## src/uch_map.vh

```
`ifndef UCH_MAP_VH
`define UCH_MAP_VH

// Channel register offsets on the 4-bit address.
`define UCH_OFF_HOLD        4'h0
`define UCH_OFF_IER         4'h1
`define UCH_OFF_ISR         4'h2
`define UCH_OFF_LCR         4'h3
`define UCH_OFF_LSR         4'h5
`define UCH_OFF_DLL         4'h0
`define UCH_OFF_DLM         4'h1
`define UCH_OFF_EFR         4'h2

// Line control fields and the key that opens the enhanced feature register.
`define UCH_LCR_DLAB        7
`define UCH_LCR_EFR_KEY     8'hbf

// Enhanced feature field that unlocks the upper enable bits.
`define UCH_EFR_ENH         4

// Interrupt enable fields.
`define UCH_IER_RXRDY       0
`define UCH_IER_TXRDY       1
`define UCH_IER_RXLINE      2
`define UCH_IER_MODEM       3
`define UCH_IER_RSVD        4
`define UCH_IER_SWFLOW      5
`define UCH_IER_RTS         6
`define UCH_IER_CTS         7
`define UCH_IER_LOW_MASK    8'h0f
`define UCH_IER_HIGH_MASK   8'he0

// Fifo control fields.
`define UCH_FCR_ENABLE      0
`define UCH_FCR_RX_RESET    1
`define UCH_FCR_TX_RESET    2

// Identification codes in bits 5 to 0, by priority.
`define UCH_ID_RXLINE       6'h06
`define UCH_ID_RXRDY        6'h04
`define UCH_ID_RXTMO        6'h0c
`define UCH_ID_TXRDY        6'h02
`define UCH_ID_MODEM        6'h00
`define UCH_ID_SWFLOW       6'h10
`define UCH_ID_CTSRTS       6'h20
`define UCH_ID_NONE         6'h01

// Reset values.
`define UCH_RST_IER         8'h00
`define UCH_RST_ISR         8'h01
`define UCH_RST_LCR         8'h00
`define UCH_RST_EFR         8'h00
`define UCH_RST_DIV         16'h0000

`endif

```

## src/uch_sync.v

```verilog
`timescale 1ns/10ps
module uch_sync #(
  parameter           WIDTH     = 1,
  parameter [WIDTH-1:0] RESET_VAL = {WIDTH{1'b0}}
) (
  // Clock and reset.
  input  wire             ref_clk_in,
  input  wire             rst_n_in,
  // Asynchronous input and its synchronised copy.
  input  wire [WIDTH-1:0] async_in,
  output reg  [WIDTH-1:0] sync_out
);

  reg [WIDTH-1:0] meta_q;

  // Two flops; the first one feeds only the second to keep metastability contained.
  always @(posedge ref_clk_in or negedge rst_n_in) begin
    if (!rst_n_in) begin
      meta_q   <= RESET_VAL;
      sync_out <= RESET_VAL;
    end else begin
      meta_q   <= async_in;
      sync_out <= meta_q;
    end
  end

endmodule

```

## src/uch_irq_prio.v

```verilog
`timescale 1ns/10ps
`include "uch_map.vh"
module uch_irq_prio (
  // Enabled pending sources, index 0 is the highest priority.
  input  wire [6:0] pend_in,
  // Encoded identification and the one-hot winner.
  output reg  [5:0] ident_out,
  output reg  [6:0] sel_out
);

  // Fixed priority; a lower source simply waits, its latch is untouched here.
  always @* begin
    ident_out = `UCH_ID_NONE;
    sel_out   = 7'h00;
    if (pend_in[0]) begin
      ident_out = `UCH_ID_RXLINE;
      sel_out   = 7'h01;
    end else if (pend_in[1]) begin
      ident_out = `UCH_ID_RXRDY;
      sel_out   = 7'h02;
    end else if (pend_in[2]) begin
      ident_out = `UCH_ID_RXTMO;
      sel_out   = 7'h04;
    end else if (pend_in[3]) begin
      ident_out = `UCH_ID_TXRDY;
      sel_out   = 7'h08;
    end else if (pend_in[4]) begin
      ident_out = `UCH_ID_MODEM;
      sel_out   = 7'h10;
    end else if (pend_in[5]) begin
      ident_out = `UCH_ID_SWFLOW;
      sel_out   = 7'h20;
    end else if (pend_in[6]) begin
      ident_out = `UCH_ID_CTSRTS;
      sel_out   = 7'h40;
    end
  end

endmodule

```

## src/uch_channel_regs.v

```verilog
// Behaviour
// - Receive port read returns and pops oldest byte.
// - Transmit port write appends byte to fifo.
// - Transmit write dropped while fifo full.
// - Line state shows fifo full and empty.
// - These registers reachable only with divisor select clear.
// - Divisor select redirects low offsets to divisor.
// - Enable bits gate seven sources, bit four zero.
// - Transmit ready on slot empty or space above trigger.
// - Upper enable bits writable only with enhanced bit.
// - Ident bit zero low when pending, idle 01.
// - Ident bits seven and six mirror fifo enable.
// - Fifo enable selects single slot or fifos.
// - Top three priorities: line error, data, timeout.
// - Then transmit ready, then modem status.
// - Lowest: flow or special char, then cts/rts.
// - Xoff flag clears only on matching xon.
// - Special character flag clears on ident read.
`timescale 1ns/10ps
`include "uch_map.vh"
module uch_channel_regs (
  // Clock and reset.
  input  wire        ref_clk_in,
  input  wire        rst_n_in,
  // Host parallel bus pins.
  input  wire        cs_n_in,
  input  wire        rd_n_in,
  input  wire        wr_n_in,
  input  wire [3:0]  addr_in,
  input  wire [7:0]  data_in,
  output reg  [7:0]  data_out,
  output reg         data_oe_out,
  // Receive fifo side.
  input  wire [7:0]  rx_data_in,
  input  wire        rx_empty_in,
  input  wire        rx_full_in,
  input  wire        rx_trig_hit_in,
  input  wire        rx_timeout_in,
  output reg         rx_pop_out,
  // Transmit fifo side.
  input  wire        tx_empty_in,
  input  wire        tx_full_in,
  input  wire        tx_space_above_trig_in,
  output reg         tx_push_out,
  output reg  [7:0]  tx_data_out,
  // Line, modem and flow events.
  input  wire [3:0]  line_err_set_in,
  input  wire        modem_change_in,
  input  wire        xoff_det_in,
  input  wire        xon_det_in,
  input  wire        special_det_in,
  input  wire        cts_inactive_in,
  input  wire        rts_inactive_in,
  // Configuration towards the channel core.
  output reg  [7:0]  lcr_out,
  output reg  [7:0]  efr_out,
  output reg  [15:0] divisor_out,
  output reg         fifo_enable_out,
  output reg  [1:0]  rx_trig_sel_out,
  output reg  [1:0]  tx_trig_sel_out,
  output reg         rx_fifo_reset_out,
  output reg         tx_fifo_reset_out,
  output reg         irq_pending_out
);

  // Synchronised host pins.
  wire       cs_n_s;
  wire       rd_n_s;
  wire       wr_n_s;
  wire [3:0] addr_s;
  wire [7:0] data_s;

  // Access tracking.
  reg        rd_act_q;
  reg        wr_act_q;
  reg [3:0]  rd_addr_q;
  reg [3:0]  wr_addr_q;
  reg [7:0]  wr_data_q;
  reg [6:0]  rd_sel_q;
  reg        rd_isr_q;
  reg        rd_rhr_q;
  reg        rd_lsr_q;

  // Registers and interrupt latches.
  reg [7:0]  ier_q;
  reg [3:0]  err_q;
  reg        txrdy_q;
  reg        xoff_q;
  reg        special_q;
  reg        cts_q;
  reg        rts_q;
  reg        tx_empty_q;
  reg        tx_space_q;

  wire       rd_live;
  wire       wr_live;
  wire       rd_start;
  wire       rd_end;
  wire       wr_end;
  wire       normal_bank;
  wire       efr_bank;
  wire [6:0] pend;
  wire [5:0] ident;
  wire [6:0] sel;
  wire [7:0] lsr_val;
  wire       txrdy_cond;
  wire       txrdy_rise;
  wire       wr_thr;
  wire       wr_ier;
  reg  [7:0] rd_val;

  // Returns true when an access at the given offset targets the given register bank.
  function hit;
    input [3:0] a;
    input [3:0] off;
    input       bank;
    begin
      hit = bank && (a == off);
    end
  endfunction

  // Host strobes are asynchronous, so all pins pass two flops first.
  uch_sync #(
    .WIDTH     (3),
    .RESET_VAL (3'h7)
  ) u_sync_ctl (
    .ref_clk_in (ref_clk_in),
    .rst_n_in   (rst_n_in),
    .async_in   ({cs_n_in, rd_n_in, wr_n_in}),
    .sync_out   ({cs_n_s, rd_n_s, wr_n_s})
  );

  uch_sync #(
    .WIDTH     (12),
    .RESET_VAL (12'h000)
  ) u_sync_bus (
    .ref_clk_in (ref_clk_in),
    .rst_n_in   (rst_n_in),
    .async_in   ({addr_in, data_in}),
    .sync_out   ({addr_s, data_s})
  );

  // Strobe phases; side effects happen once per access, at its end.
  assign rd_live  = !cs_n_s && !rd_n_s;
  assign wr_live  = !cs_n_s && !wr_n_s;
  assign rd_start = rd_live && !rd_act_q;
  assign rd_end   = !rd_live && rd_act_q;
  assign wr_end   = !wr_live && wr_act_q;

  // Bank select by the divisor access bit.
  assign normal_bank = !lcr_out[`UCH_LCR_DLAB];
  assign efr_bank    = (lcr_out == `UCH_LCR_EFR_KEY);

  // Line state: data ready, sticky errors, transmit space, transmit empty, receive full.
  assign lsr_val = {rx_full_in, tx_empty_in, !tx_full_in, err_q, !rx_empty_in};

  // Enabled sources in priority order; disabled sources keep their latches.
  assign pend[0] = ier_q[`UCH_IER_RXLINE] && (err_q != 4'h0);
  assign pend[1] = ier_q[`UCH_IER_RXRDY] && (fifo_enable_out ? rx_trig_hit_in : !rx_empty_in);
  assign pend[2] = ier_q[`UCH_IER_RXRDY] && fifo_enable_out && rx_timeout_in;
  assign pend[3] = ier_q[`UCH_IER_TXRDY] && txrdy_q;
  assign pend[4] = ier_q[`UCH_IER_MODEM] && modem_change_in;
  assign pend[5] = ier_q[`UCH_IER_SWFLOW] && (xoff_q || special_q);
  assign pend[6] = (ier_q[`UCH_IER_CTS] && cts_q) || (ier_q[`UCH_IER_RTS] && rts_q);

  uch_irq_prio u_prio (
    .pend_in   (pend),
    .ident_out (ident),
    .sel_out   (sel)
  );

  // Transmit ready condition depends on the holding mode.
  assign txrdy_cond = fifo_enable_out ? tx_space_above_trig_in : tx_empty_in;
  assign txrdy_rise = fifo_enable_out ? (tx_space_above_trig_in && !tx_space_q)
                                      : (tx_empty_in && !tx_empty_q);

  assign wr_thr = wr_end && hit(wr_addr_q, `UCH_OFF_HOLD, normal_bank);
  assign wr_ier = wr_end && hit(wr_addr_q, `UCH_OFF_IER, normal_bank);

  // Read multiplexer; unmapped offsets read as zero.
  always @* begin
    rd_val = 8'h00;
    if (normal_bank) begin
      case (addr_s)
        `UCH_OFF_HOLD: begin
          rd_val = rx_data_in;
        end
        `UCH_OFF_IER: begin
          rd_val = ier_q & ~(8'h01 << `UCH_IER_RSVD);
        end
        `UCH_OFF_ISR: begin
          rd_val = {fifo_enable_out, fifo_enable_out, ident};
        end
        `UCH_OFF_LCR: begin
          rd_val = lcr_out;
        end
        `UCH_OFF_LSR: begin
          rd_val = lsr_val;
        end
        default: begin
          rd_val = 8'h00;
        end
      endcase
    end else begin
      case (addr_s)
        `UCH_OFF_DLL: begin
          rd_val = divisor_out[7:0];
        end
        `UCH_OFF_DLM: begin
          rd_val = divisor_out[15:8];
        end
        `UCH_OFF_EFR: begin
          rd_val = efr_bank ? efr_out : 8'h00;
        end
        `UCH_OFF_LCR: begin
          rd_val = lcr_out;
        end
        default: begin
          rd_val = 8'h00;
        end
      endcase
    end
  end

  // Bus tracking: read data is captured at strobe start so it stays still on the pins.
  always @(posedge ref_clk_in or negedge rst_n_in) begin
    if (!rst_n_in) begin
      rd_act_q    <= 1'b0;
      wr_act_q    <= 1'b0;
      rd_addr_q   <= 4'h0;
      wr_addr_q   <= 4'h0;
      wr_data_q   <= 8'h00;
      rd_sel_q    <= 7'h00;
      rd_isr_q    <= 1'b0;
      rd_rhr_q    <= 1'b0;
      rd_lsr_q    <= 1'b0;
      data_out    <= 8'h00;
      data_oe_out <= 1'b0;
    end else begin
      rd_act_q    <= rd_live;
      wr_act_q    <= wr_live;
      data_oe_out <= rd_live;
      if (wr_live) begin
        wr_addr_q <= addr_s;
        wr_data_q <= data_s;
      end
      if (rd_start) begin
        rd_addr_q <= addr_s;
        data_out  <= rd_val;
        rd_sel_q  <= sel;
        rd_isr_q  <= hit(addr_s, `UCH_OFF_ISR, normal_bank);
        rd_rhr_q  <= hit(addr_s, `UCH_OFF_HOLD, normal_bank);
        rd_lsr_q  <= hit(addr_s, `UCH_OFF_LSR, normal_bank);
      end
    end
  end

  // Fifo strobes; a read of an empty fifo pops nothing and a write to a full fifo pushes nothing.
  always @(posedge ref_clk_in or negedge rst_n_in) begin
    if (!rst_n_in) begin
      rx_pop_out  <= 1'b0;
      tx_push_out <= 1'b0;
      tx_data_out <= 8'h00;
    end else begin
      rx_pop_out  <= rd_end && rd_rhr_q && !rx_empty_in;
      tx_push_out <= wr_thr && !tx_full_in;
      if (wr_thr) begin
        tx_data_out <= wr_data_q;
      end
    end
  end

  // Configuration registers written at the end of a write strobe.
  always @(posedge ref_clk_in or negedge rst_n_in) begin
    if (!rst_n_in) begin
      ier_q             <= `UCH_RST_IER;
      lcr_out           <= `UCH_RST_LCR;
      efr_out           <= `UCH_RST_EFR;
      divisor_out       <= `UCH_RST_DIV;
      fifo_enable_out   <= 1'b0;
      rx_trig_sel_out   <= 2'h0;
      tx_trig_sel_out   <= 2'h0;
      rx_fifo_reset_out <= 1'b0;
      tx_fifo_reset_out <= 1'b0;
    end else begin
      rx_fifo_reset_out <= 1'b0;
      tx_fifo_reset_out <= 1'b0;
      if (wr_ier) begin
        // The upper three bits are locked unless enhanced features are on.
        ier_q <= (wr_data_q & `UCH_IER_LOW_MASK) |
                 ((efr_out[`UCH_EFR_ENH] ? wr_data_q : ier_q) & `UCH_IER_HIGH_MASK);
      end
      if (wr_end && hit(wr_addr_q, `UCH_OFF_ISR, normal_bank)) begin
        fifo_enable_out   <= wr_data_q[`UCH_FCR_ENABLE];
        rx_fifo_reset_out <= wr_data_q[`UCH_FCR_RX_RESET];
        tx_fifo_reset_out <= wr_data_q[`UCH_FCR_TX_RESET];
        // Trigger bits only program while the fifos are being enabled.
        if (wr_data_q[`UCH_FCR_ENABLE]) begin
          rx_trig_sel_out <= wr_data_q[7:6];
          if (efr_out[`UCH_EFR_ENH]) begin
            tx_trig_sel_out <= wr_data_q[5:4];
          end
        end
      end
      if (wr_end && (wr_addr_q == `UCH_OFF_LCR)) begin
        lcr_out <= wr_data_q;
      end
      if (wr_end && hit(wr_addr_q, `UCH_OFF_DLL, !normal_bank)) begin
        divisor_out[7:0] <= wr_data_q;
      end
      if (wr_end && hit(wr_addr_q, `UCH_OFF_DLM, !normal_bank)) begin
        divisor_out[15:8] <= wr_data_q;
      end
      if (wr_end && hit(wr_addr_q, `UCH_OFF_EFR, !normal_bank && efr_bank)) begin
        efr_out <= wr_data_q;
      end
    end
  end

  // Sticky interrupt latches; in every one an arriving event beats a clear in the same cycle.
  always @(posedge ref_clk_in or negedge rst_n_in) begin
    if (!rst_n_in) begin
      err_q      <= 4'h0;
      txrdy_q    <= 1'b0;
      xoff_q     <= 1'b0;
      special_q  <= 1'b0;
      cts_q      <= 1'b0;
      rts_q      <= 1'b0;
      // Matches the idle level of an empty holding slot, so reset makes no false edge.
      tx_empty_q <= 1'b1;
      tx_space_q <= 1'b0;
    end else begin
      tx_empty_q <= tx_empty_in;
      tx_space_q <= tx_space_above_trig_in;
      // Line errors clear on a line state read.
      err_q <= line_err_set_in | ((rd_end && rd_lsr_q) ? 4'h0 : err_q);
      // Transmit ready clears on a holding write or when its identification was read.
      if (txrdy_rise || (wr_ier && wr_data_q[`UCH_IER_TXRDY] && !ier_q[`UCH_IER_TXRDY]
                         && txrdy_cond)) begin
        txrdy_q <= 1'b1;
      end else if (wr_thr || (rd_end && rd_isr_q && rd_sel_q[3])) begin
        txrdy_q <= 1'b0;
      end
      // Xoff stays until the matching xon, whatever the host reads.
      if (xoff_det_in) begin
        xoff_q <= 1'b1;
      end else if (xon_det_in) begin
        xoff_q <= 1'b0;
      end
      if (special_det_in) begin
        special_q <= 1'b1;
      end else if (rd_end && rd_isr_q && rd_sel_q[5]) begin
        special_q <= 1'b0;
      end
      if (cts_inactive_in) begin
        cts_q <= 1'b1;
      end else if (rd_end && rd_isr_q && rd_sel_q[6]) begin
        cts_q <= 1'b0;
      end
      if (rts_inactive_in) begin
        rts_q <= 1'b1;
      end else if (rd_end && rd_isr_q && rd_sel_q[6]) begin
        rts_q <= 1'b0;
      end
    end
  end

  // Channel interrupt request follows identification bit zero, inverted.
  always @(posedge ref_clk_in or negedge rst_n_in) begin
    if (!rst_n_in) begin
      irq_pending_out <= 1'b0;
    end else begin
      irq_pending_out <= (pend != 7'h00);
    end
  end

endmodule

```

## config.mk

```make
export PLATFORM = sky130hd
export DESIGN_NAME = uch_channel_regs
export DESIGN_NICKNAME = d
export VERILOG_FILES = /design/src/uch_sync.v /design/src/uch_irq_prio.v /design/src/uch_channel_regs.v
export VERILOG_INCLUDE_DIRS = /design/src
export SDC_FILE = /design/constraint.sdc
export NUM_CORES = 1
export LEC_CHECK = 0
export BUFFER_PORTS_ARGS = -buffer_cell sky130_fd_sc_hd__buf_2
export CORE_ASPECT_RATIO = 0.6
export CORE_MARGIN = 3
export CORE_UTILIZATION = 39
export CTS_BUF_LIST = sky130_fd_sc_hd__clkbuf_4
export DETAILED_ROUTE_END_ITERATION = 10
export GPL_TIMING_DRIVEN = 0
export PLACE_DENSITY_LB_ADDON = 0.05
export SLEW_MARGIN = 10
export SYNTH_ARGS = -nofsm -noshare
export SYNTH_HDL_FRONTEND = slang
export SYNTH_SLANG_ARGS = --single-unit
```

## constraint.sdc

```tcl
create_clock -name ref_clk_in -period 2.5 [get_ports ref_clk_in]
set_input_delay 0.625 -clock ref_clk_in [delete_from_list [all_inputs] [get_ports ref_clk_in]]
set_output_delay 0.625 -clock ref_clk_in [all_outputs]
set_load 0.01 [all_outputs]
```

==> results.md <==
- Setup Viol. Count Final: 0
- Pins Over Slew Limit: 0
- Global-route wire length before repair: 21400 um
- Yosys cell types: 59
- Sequential Power Share: 52.9%
- Reg2Reg Depth: 6
- Worst ir drop on vdd: 0.000379 V
- Detail Route Antenna Nets: 0
- Top post-synthesis cells by area: dfrtp_1, mux2_1, mux2_2
- Row count: 32
- Clock Latency Late Sink: 0.53 ns
- Hold path depth: 1
- Achievable Freq: 426 MHz
- Initial DRC count: 244
- Mapped Nets: 443
- GRT overflow: 0
- Vias: 3774
- MaxCap Viol Count: 0
- H-tree depth: 4
- Global route hottest layer: met1
- Die area: 0.0150 mm^2
- Post-cts hold buffer count: 1
- Final setup margin: 0.155 ns
- Min Tclk post-route: 2.34 ns
- Met1 global-route usage: 29.8%
- Synth async-reset ratio: 100%
- TNS Setup: 0 ns
- Pleak: 3.06 nW
- Via density: 5.35
- Worst reg2reg setup slack: 0.16 ns
- Met2 usage: 26.9%
- PortBufs: 100
- Req. time, crit path: 2.93 ns
- CTS tree: done
- Synth Cell Area: 0.00527 mm^2
- EDFF count, synth: 0
- Worst-margin pin slew: 0.930 ns
- Maximum clock path buffer count: 2
- Comb pwr share: 20.0%
- Clk pwr share: 27.1%
- Main synth FF type: dfrtp_1
- Unrepaired setup endpoints after global routing: no
- ANT cells: 0
- Area leader, netlist: dfrtp_1
- Post-synth top area share: 56.6%
- Final net count: 564
- Hold crit path type: primary input to flip-flop
- Routed WL per cell: 20.0 um
- Clk slew on worst S/H paths: 0.13 ns
- CTS buffer count: 17
- DRC errors left: 0
- Final number of hold-violating endpoints: 0
- Starting Density: 40.5%
- Vias in the first global route: 3668
- Syn. warnings: 0
- All-Layer GR Usage: 19.4%
- DP HPWL: 10400 um
- Detailed Routing Iterations Pass 1: 5
- Outcome: complete, no violations
- Final cycle utilization of the critical path: 93.8%
- Final RePlAce weighted congestion: 0.860
- Startpoint Class: flip-flop
- Post-CTS Setup Inserts: 0
- Seq/Total Area, Yosys: 60.1%
- Share of cells above drive strength 1: 35.0%
- Area growth, synth to finish: 19.2%
- Root Driver: clkbuf_4
- Core Area: 0.0130 mm^2
- Die height: 96 um
- Post-cts sizing count: 0
- Clock skew: 0.0275 ns
- Internal power: 0.00324 W
- Critical Path Fanout Max: 7
- #FFs+latches synth: 126
- Ports: 101
- Place WS: 0.0703 ns
- Num Clock Sinks: 126
- Initial antenna violation count: 0
- Cells after synthesis: 401
- Switching portion of total power: 33.0%
- Hold WS: 0.188 ns
- NetSw: 0.00159 W
- Die W: 156 um
- Rel. slew slack: 37.0%
- Synthesized area per cell: 13.1 um^2
- Worst setup path class: flip-flop to flip-flop
- Power per cell area: 770 mW/mm^2
- WP data arrival: 2.78 ns
- Setup crit end kind: flip-flop
- M3 GR Usage: 5.53%
- Largest net degree at the start of global routing: 92
- Routed WL: 14100 um
metrics by stage:
stage          total power [W]  cells  cell area [um^2]  util [%]
2_1_floorplan          0.00307    401              5270         -
3_3_place_gp           0.00354    671              5980      45.9
3_5_place_dp           0.00356    672              6010      46.2
4_1_cts                0.00488    705              6280      48.2
5_1_grt                0.00508    705              6280      48.2
6_report               0.00484    705              6280      48.2
final timing paths:
| kind | from | end |
|---|---|---|
| worst min register to register | u_sync_bus.meta_q[4] | u_sync_bus.sync_out[4] |
| min in group asynchronous | rst_n_in | data_out[1] |
| worst min-delay path | rd_n_in | u_sync_ctl.meta_q[1] |
| worst max-delay path | fifo_enable_out | data_out[5] |
| max in group asynchronous | rst_n_in | tx_empty_q |
| worst max register to register | fifo_enable_out | data_out[5] |
logic make-up (layout without fill, tap and decap cells):
kind of cell    after synthesis  in the layout  synth area share [%]
mux                          74             74                  15.5
simple gates                 94             94                  9.98
flops                       126            126                  60.1
compound gates               79             79                  11.0
buf+inv                      28            162                  3.42
worst max-delay path, cell delays in order (launching register included):
cell      delay [ns]
dfrtp_1         0.40
buf_6           0.15
nor3b_1         0.16
o311ai_1        0.81
nand2b_4        0.31
o31ai_1         0.09
a221o_1         0.34
metal layers:
metal  part of all wire (%)  wire (um)
met5                      0          0
met4                   0.67         94
met3                    7.0        994
met2                     41       5780
met1                     51       7240
sequential cells by signal, summed over array words and instances (netlist names), 2 cells and up:
signal and count:
wr_addr_q 4, lcr_out 8, u_sync_ctl.sync_out 3, divisor_out 16
data_out 8, tx_data_out 8, u_sync_bus.sync_out 12, wr_data_q 8
rx_trig_sel_out 2, rd_sel_q 3, u_sync_ctl.meta_q 3, efr_out 8
u_sync_bus.meta_q 12, err_q 4, tx_trig_sel_out 2, ier_q 7
cell type report:
type,count,area [um^2]
repair buffers,102,544
well taps,170,213
clock buffers,18,135
fillers,1235,6740
clock inverters,14,120
inverters,8,30.0
plain buffers,20,150
flip-flops and latches,126,3160
multi-input cells,247,1920
Yosys cell counts (all sizes together) (7+ instances only):
cell and n:
a21o 8, and2 7, buf 17, dfrtp 119, dfstp 7, inv 8
mux2 61, mux2i 13, nand2 35, nor2 11, o21ai 22, o31ai 8
power groups by stage:
| stage | clock network [W] | registers [W] | logic [W] |
|---|---|---|---|
| global route | 0.00143 | 0.00260 | 0.00106 |
| finish | 0.00131 | 0.00256 | 0.000968 |
| floorplan | 0 | 0.00258 | 0.000487 |
| detailed placement | 0 | 0.00260 | 0.000965 |
| global placement | 0 | 0.00259 | 0.000951 |
| CTS | 0.00135 | 0.00256 | 0.000971 |
cell usage in the layout (no fill, tap or decap), types with 13 or more instances in the layout:
| master | instances |
|---|---|
| nand2_1 | 35 |
| buf_2 | 107 |
| mux2_2 | 20 |
| clkbuf_4 | 18 |
| dfrtp_1 | 119 |
| mux2_1 | 41 |
| mux2i_1 | 13 |
| o21ai_0 | 18 |
(Power assumes the default switching activity.)
